**config.mk**
```make
export PLATFORM = sky130hd
export DESIGN_NAME = hpw_write_port
export DESIGN_NICKNAME = d
export VERILOG_FILES = /design/src/core/hpw_pkg.sv /design/src/core/hpw_write_port.sv
export SDC_FILE = /design/constraint.sdc
export NUM_CORES = 1
export LEC_CHECK = 0
export BUFFER_PORTS_ARGS = -buffer_cell sky130_fd_sc_hd__clkbuf_2
export CAP_MARGIN = 10
export CORE_MARGIN = 2
export CORE_UTILIZATION = 55
export DETAILED_ROUTE_END_ITERATION = 8
export PLACE_DENSITY = 0.82
export SLEW_MARGIN = 30
export SYNTH_ARGS = -nofsm -noshare
export SYNTH_HDL_FRONTEND = slang
export SYNTH_SLANG_ARGS = --single-unit
```
**constraint.sdc**
```tcl
create_clock -name clk -period 3.7 [get_ports clk]
set_clock_uncertainty 0.15 [all_clocks]
set_input_delay 0.37 -clock clk [delete_from_list [all_inputs] [get_ports clk]]
set_output_delay 0.37 -clock clk [all_outputs]
set_load 0.01 [all_outputs]
```
**src/core/hpw_pkg.sv**
```systemverilog
// Package for the host write port: widths, decode constants, timing counts.
package hpw_pkg;
	localparam int ADDR_W = 7; // A[7:1], word address
	localparam int DATA_W = 16;
	localparam int LOW_ADDR_W = 2; // A[2:1], still used in queue mode
	localparam int CLK_PERIOD_NS = 10;
	localparam int T_CYCLE_NS = 165;
	localparam int T_CSL_NS = 32;
	localparam int T_CSH_NS = 13;
	localparam int CYCLE_CLKS = (T_CYCLE_NS + CLK_PERIOD_NS - 1) / CLK_PERIOD_NS;
	localparam int CSL_CLKS = (T_CSL_NS + CLK_PERIOD_NS - 1) / CLK_PERIOD_NS;
	localparam int CSH_CLKS = (T_CSH_NS + CLK_PERIOD_NS - 1) / CLK_PERIOD_NS;
	localparam int NUM_REGS = 128;
	localparam logic [DATA_W-1:0] DATA_RST = 16'h0000;
	localparam logic [ADDR_W-1:0] ADDR_RST = 7'h00;

	// One sampled host bus word
	typedef struct packed {
		logic [ADDR_W-1:0] addr;
		logic [DATA_W-1:0] data;
		logic              queue_sel;
	} hpw_bus_t;

	// One committed update toward the register file or the queue
	typedef struct packed {
		logic              reg_we;
		logic [NUM_REGS-1:0] reg_sel;
		logic              queue_we;
		logic [ADDR_W-1:0] addr;
		logic [DATA_W-1:0] data;
	} hpw_wr_t;

	typedef enum logic [1:0] {
		HPW_IDLE   = 2'b01,
		HPW_ACTIVE = 2'b10
	} hpw_state_t;
endpackage

```
**src/core/hpw_write_port.sv**
```systemverilog
// Write side of the asynchronous 16-bit host port, sampled on clk.
// Operation
// - All host writes, to registers or the transmit queue, use this port.
// - A write cycle starts only when select and write strobe are both low.
// - A cycle ends when either or both strobes rise, in any order.
// - Each write cycle carries one 16-bit data word.
// - Queue select high during the access turns it into a queue write.
// - In queue mode the upper address is ignored and data goes to the queue.
// - Queue select has the same setup and hold as the address inputs.
// - Queue writes use the same framing and timing as ordinary writes.
`timescale 1ns/1ps
module hpw_write_port
	import hpw_pkg::*;
(
	input  wire logic                       clk,
	input  wire logic                       sys_rst,
	input  wire logic                       clk_en,
	input  wire logic                       host_select_n,
	input  wire logic                       write_strobe_n,
	input  wire hpw_pkg::hpw_bus_t          host_bus,
	output hpw_pkg::hpw_wr_t                wr_out,
	output logic                            cycle_active,
	output logic                            short_cycle_err
);
	import hpw_pkg::*;

	// Cycle framing state
	hpw_state_t          state_ff;
	hpw_state_t          nxt_state;
	logic                act_ff;
	logic                nxt_act;

	// Last bus sample taken while the strobes were both low
	hpw_bus_t            bus_ff;
	hpw_bus_t            nxt_bus;

	// Committed update toward the register file or the queue
	hpw_wr_t             wr_ff;
	hpw_wr_t             nxt_wr;

	// Host timing watch
	logic                err_ff;
	logic                nxt_err;
	logic [7:0]          low_cnt_ff;
	logic [7:0]          nxt_low_cnt;
	logic [7:0]          hi_cnt_ff;
	logic [7:0]          nxt_hi_cnt;
	logic [7:0]          cyc_cnt_ff;
	logic [7:0]          nxt_cyc_cnt;

	// Decoded events of the current sample
	logic                strobes_low;
	logic                cyc_start;
	logic                cyc_end;

	// Both strobes low frames the cycle; either rising closes it
	assign strobes_low = !host_select_n && !write_strobe_n;

	// Start and end are each one sample wide and never coincide
	assign cyc_start = (state_ff == HPW_IDLE) && strobes_low;
	assign cyc_end   = (state_ff == HPW_ACTIVE) && !strobes_low;

	// Framing: idle until both strobes are low, active until one rises
	always_comb
	begin
		nxt_state = state_ff;
		nxt_act   = 1'b0;
		case (state_ff)
			HPW_IDLE:
			begin
				if (strobes_low)
				begin
					nxt_state = HPW_ACTIVE;
					nxt_act   = 1'b1;
				end
			end
			HPW_ACTIVE:
			begin
				if (strobes_low)
				begin
					nxt_act = 1'b1;
				end
				else
				begin
					// Either order of release ends the cycle here
					nxt_state = HPW_IDLE;
				end
			end
			default:
			begin
				// A stray code falls back to idle rather than hang
				nxt_state = HPW_IDLE;
			end
		endcase
	end

	// Framing registers, frozen while the clock enable is low
	always_ff @(posedge clk)
	begin
		if (sys_rst)
		begin
			state_ff <= HPW_IDLE;
			act_ff   <= 1'b0;
		end
		else if (clk_en)
		begin
			state_ff <= nxt_state;
			act_ff   <= nxt_act;
		end
	end

	// Capture: refresh on every asserted sample, since data only has to
	// settle shortly before the release and may still move before that
	always_comb
	begin
		nxt_bus = bus_ff;
		if (strobes_low)
		begin
			nxt_bus = host_bus;
		end
	end

	// Capture register; bus changes after the release are ignored
	always_ff @(posedge clk)
	begin
		if (sys_rst)
		begin
			bus_ff <= '0;
		end
		else if (clk_en)
		begin
			bus_ff <= nxt_bus;
		end
	end

	// Commit: one pulse per completed cycle, built from the last sample
	always_comb
	begin
		nxt_wr      = '0;
		nxt_wr.addr = wr_ff.addr;
		nxt_wr.data = wr_ff.data;
		if (cyc_end)
		begin
			nxt_wr.addr = bus_ff.addr;
			nxt_wr.data = bus_ff.data;
			if (bus_ff.queue_sel)
			begin
				// Queue mode: address is reported but not decoded
				nxt_wr.queue_we = 1'b1;
			end
			else
			begin
				nxt_wr.reg_we = 1'b1;
				nxt_wr.reg_sel[bus_ff.addr] = 1'b1;
			end
		end
	end

	// Commit register; strobes clear themselves after one cycle
	always_ff @(posedge clk)
	begin
		if (sys_rst)
		begin
			wr_ff <= '0;
		end
		else if (clk_en)
		begin
			wr_ff <= nxt_wr;
		end
	end

	// Timing watch. The whole cycle can only be judged at the next start,
	// since it includes the released phase; the write is taken anyway.
	always_comb
	begin
		nxt_err     = 1'b0;
		nxt_low_cnt = low_cnt_ff;
		nxt_hi_cnt  = hi_cnt_ff;
		nxt_cyc_cnt = cyc_cnt_ff;
		if (cyc_cnt_ff != 8'hff)
		begin
			nxt_cyc_cnt = cyc_cnt_ff + 8'h01;
		end
		if (strobes_low && (low_cnt_ff != 8'hff))
		begin
			nxt_low_cnt = low_cnt_ff + 8'h01;
		end
		if (!strobes_low && (hi_cnt_ff != 8'hff))
		begin
			nxt_hi_cnt = hi_cnt_ff + 8'h01;
		end
		if (cyc_start)
		begin
			nxt_low_cnt = 8'h01;
			nxt_hi_cnt  = 8'h00;
			nxt_cyc_cnt = 8'h01;
			// Start to start too short, or released phase too short
			nxt_err = (cyc_cnt_ff < 8'(CYCLE_CLKS))
				|| (hi_cnt_ff < 8'(CSH_CLKS));
		end
		if (cyc_end)
		begin
			// Asserted phase too short
			nxt_err = (low_cnt_ff < 8'(CSL_CLKS));
		end
	end

	// Timing registers; the cycle and released-phase counters start saturated
	// so the first start after reset is never flagged
	always_ff @(posedge clk)
	begin
		if (sys_rst)
		begin
			err_ff     <= 1'b0;
			low_cnt_ff <= 8'h00;
			hi_cnt_ff  <= 8'hff;
			cyc_cnt_ff <= 8'hff;
		end
		else if (clk_en)
		begin
			err_ff     <= nxt_err;
			low_cnt_ff <= nxt_low_cnt;
			hi_cnt_ff  <= nxt_hi_cnt;
			cyc_cnt_ff <= nxt_cyc_cnt;
		end
	end

	// Outputs come straight from the registers above
	assign wr_out          = wr_ff;
	assign cycle_active    = act_ff;
	assign short_cycle_err = err_ff;
endmodule

```
==> results.cfg <==
[die]
die_w_um = 122
initial_core_util = 0.559
core_um2 = 13800
fp-row-count = 43
die_area_um2 = 15000
die_h_um = 122
boundaryPins = 184

[sta]
max_freq_mhz = 423
final-setup-viol-count = 0
period_needed_ns = 2.36
worstMarginPinSlew_ns = 0.931
hold_violations = 0
period_share = 0.639
slew_headroom = 0.375
tns_ns = 0
final-max-slew-violation-count = 0
grt_setup_unrepaired = no

[logic_synthesis]
synth.top_cells.by_area = dfxtp_1 53%, a22oi_1 12%, nor2_1 7.6%
synth_top_area_share = 0.533
ys.warnings.count = 0
syn_nets = 905
syn_area_um2 = 7700
postSynthRegisterBits = 205
syn_inst = 870
ys_async_sr_fraction = 0
synth_edf_count = 0
avgSynthCellArea_um2 = 8.85
yosys.area.top_type = dfxtp_1
ys_seq_area_frac = 0.533
synth_ff_type = dfxtp_1
synthDistinctLibCells = 55
synth_common_cells = 205 x dfxtp_1, 155 x nor2_1, 128 x a22oi_1
yosys.cell_count.top_type = dfxtp_1

[global_route]
first_global_vias = 6378
antenna_found_initial = 0
grt_remaining_overflow = 0
grt_pass1_wl_um = 32300
globalRouteTotalUtil = 0.267
grt_max_degree = 124

[route]
postRouteAntennaNets = 0
wl_per_cell_um = 16.7
via_per_inst = 5.74
wirelength_um = 20700
num_vias = 7112
route.detailed.drc = 0
drtPass1Iterations = 6
drt_iter0_drc = 585

[power_and_ir_drop]
power_per_cell_area_nw_per_um2 = 497
irDropWorstVdd_mv = 0.504
total_power_mw = 4.79
total_leakage_power_nw = 3.88

[finish]
drive_above_1_share = 0.235
fin_nets = 1081
syn_to_final_growth_pct = 25.2
diodes = 0
fillers = 1098

[hold_path]
hp-class = in -> reg

[worst_setup_path]
path_class = reg -> reg
worst_ep_required_time_ns = 3.92
arrival_ns = 2.58
cp_max_fo = 9
end_kind = register
critPathLaunchType = register

[clocking]
clk_path_buf_depth = 3
htreeDepth = 1
cts_tree = built
ctsResizeCount = 0
root_buffer = clkbuf_16
clk_pin_slew_ns = 0.06
cts_buffers = 21
cts.sinks = 205
clk_latency_ns = 0.50

[place]
port_buffers = 183
dpl.hpwl_um = 12900
gp_congestion = 0.865

[status]
status = completed

[flow_run]
drv_cap = 0
## logic make-up after synthesis
logic type | Yosys count | share of synthesized area
muxes | 2 | 0.00276
buffers and inverters | 77 | 0.0406
AOI/OAI and AO/OA | 236 | 0.208
DFF | 205 | 0.533
and+or+nand+nor | 343 | 0.204
xor gates and xnor gates | 1 | 0.00114
adders and majority gates | 6 | 0.00975
## worst paths after layout
kind         slack (ns)                     start  depth (start not counted)                    endpoint
max                1.34  state_ff[1]$_SDFFE_PP0P_                          6   hi_cnt_ff[5]$_SDFFE_PP1P_
min                0.18                    clk_en                          2  cyc_cnt_ff[2]$_SDFFE_PP1P_
max reg2reg        1.34  state_ff[1]$_SDFFE_PP0P_                          6   hi_cnt_ff[5]$_SDFFE_PP1P_
min reg2reg        0.30   bus_ff[11]$_SDFFE_PP0P_                          2     wr_out[10]$_SDFFE_PP0P_
## layer usage
| layer | vias up | track usage | part of all wire |
|---|---|---|---|
| met5 | - | 0 | 0 |
| met4 | 0 | 0.0833 | 0.018 |
| met3 | 31 | 0.0479 | 0.071 |
| met2 | 250 | 0.449 | 0.49 |
| met1 | 3401 | 0.350 | 0.42 |
| li1 | 3430 | - | - |
## cell type report
| cell class | instances | area (um^2) | area share |
|---|---|---|---|
| clock inverter | 8 | 96.3 | 0.0100 |
| clock buffer | 29 | 596 | 0.0618 |
| tap | 180 | 225 | 0.0234 |
| inverter | 11 | 42.5 | 0.00442 |
| timing repair buffer | 219 | 1250 | 0.130 |
| sequential | 205 | 4100 | 0.426 |
| multi-input combinational | 588 | 3320 | 0.345 |
## stage by stage
| stage | instance area [um^2] | worst slack (ns) | instances | util | hold WS [ns] |
|---|---|---|---|---|---|
| 2_1_floorplan | 7700 | 1.88 | 870 | - | 0.282 |
| 3_3_place_gp | 8680 | 1.21 | 1179 | 0.630 | 0.287 |
| 3_5_place_dp | 8680 | 1.13 | 1179 | 0.630 | 0.295 |
| 4_1_cts | 9620 | 1.36 | 1240 | 0.698 | 0.165 |
| 5_1_grt | 9640 | 1.19 | 1240 | 0.700 | 0.243 |
| 6_report | 9640 | 1.34 | 1240 | 0.700 | 0.177 |
## placed cells by master (no fill, tap or decap), types with 4 or more instances in the layout
| cell | count |
|---|---|
| dfxtp_1 | 205 |
| clkbuf_2 | 182 |
| nor2_1 | 154 |
| a22oi_1 | 128 |
| nand2_1 | 113 |
| a21oi_1 | 59 |
| dlygate4sd3_1 | 24 |
| clkbuf_16 | 21 |
| buf_4 | 12 |
| o21ai_0 | 11 |
| inv_1 | 10 |
| nand3_1 | 10 |
| nor3b_1 | 7 |
| nand2b_1 | 6 |
| nor3_1 | 6 |
| nor3b_2 | 6 |
| ha_1 | 6 |
| clkinv_2 | 5 |
| and3_1 | 5 |
| o31ai_1 | 5 |
| or4_1 | 5 |
| a31oi_1 | 5 |
| nor3_2 | 4 |
| o21a_1 | 4 |
| nand4_1 | 4 |
| nor4_1 | 4 |
| clkbuf_1 | 4 |
| clkbuf_8 | 4 |
## worst max-delay path, cell delays in order, from the launching register on
cell and delay, ns:
dfxtp_1 0.34, inv_1 0.07, ha_1 0.29, nor4bb_1 0.52, buf_4 0.27, nor3b_1 0.06, or4_1 0.54
## registers in the layout, indices dropped and copies added (netlist names)
register	cells
bus_ff	24
short_cycle_err	1
wr_out	153
cyc_cnt_ff	8
hi_cnt_ff	8
low_cnt_ff	8
cycle_active	1
state_ff	2
## power by group
| part | leakage (nW) | switching [mW] | internal, mW | total (mW) |
|---|---|---|---|---|
| logic | 1.88 | 0.224 | 0.142 | 0.365 |
| clock network | 0.341 | 0.849 | 1.27 | 2.12 |
| registers | 1.66 | 0.0560 | 2.26 | 2.31 |
| total | 3.88 | 1.13 | 3.66 | 4.79 |
## what timing repair did
item,4_1_cts,5_1_grt
setup endpoints to repair,0,0
hold endpoints to repair,24,0
hold buffers,24,0
setup buffers,0,0
Note: power is estimated with default switching activity, not from simulation.
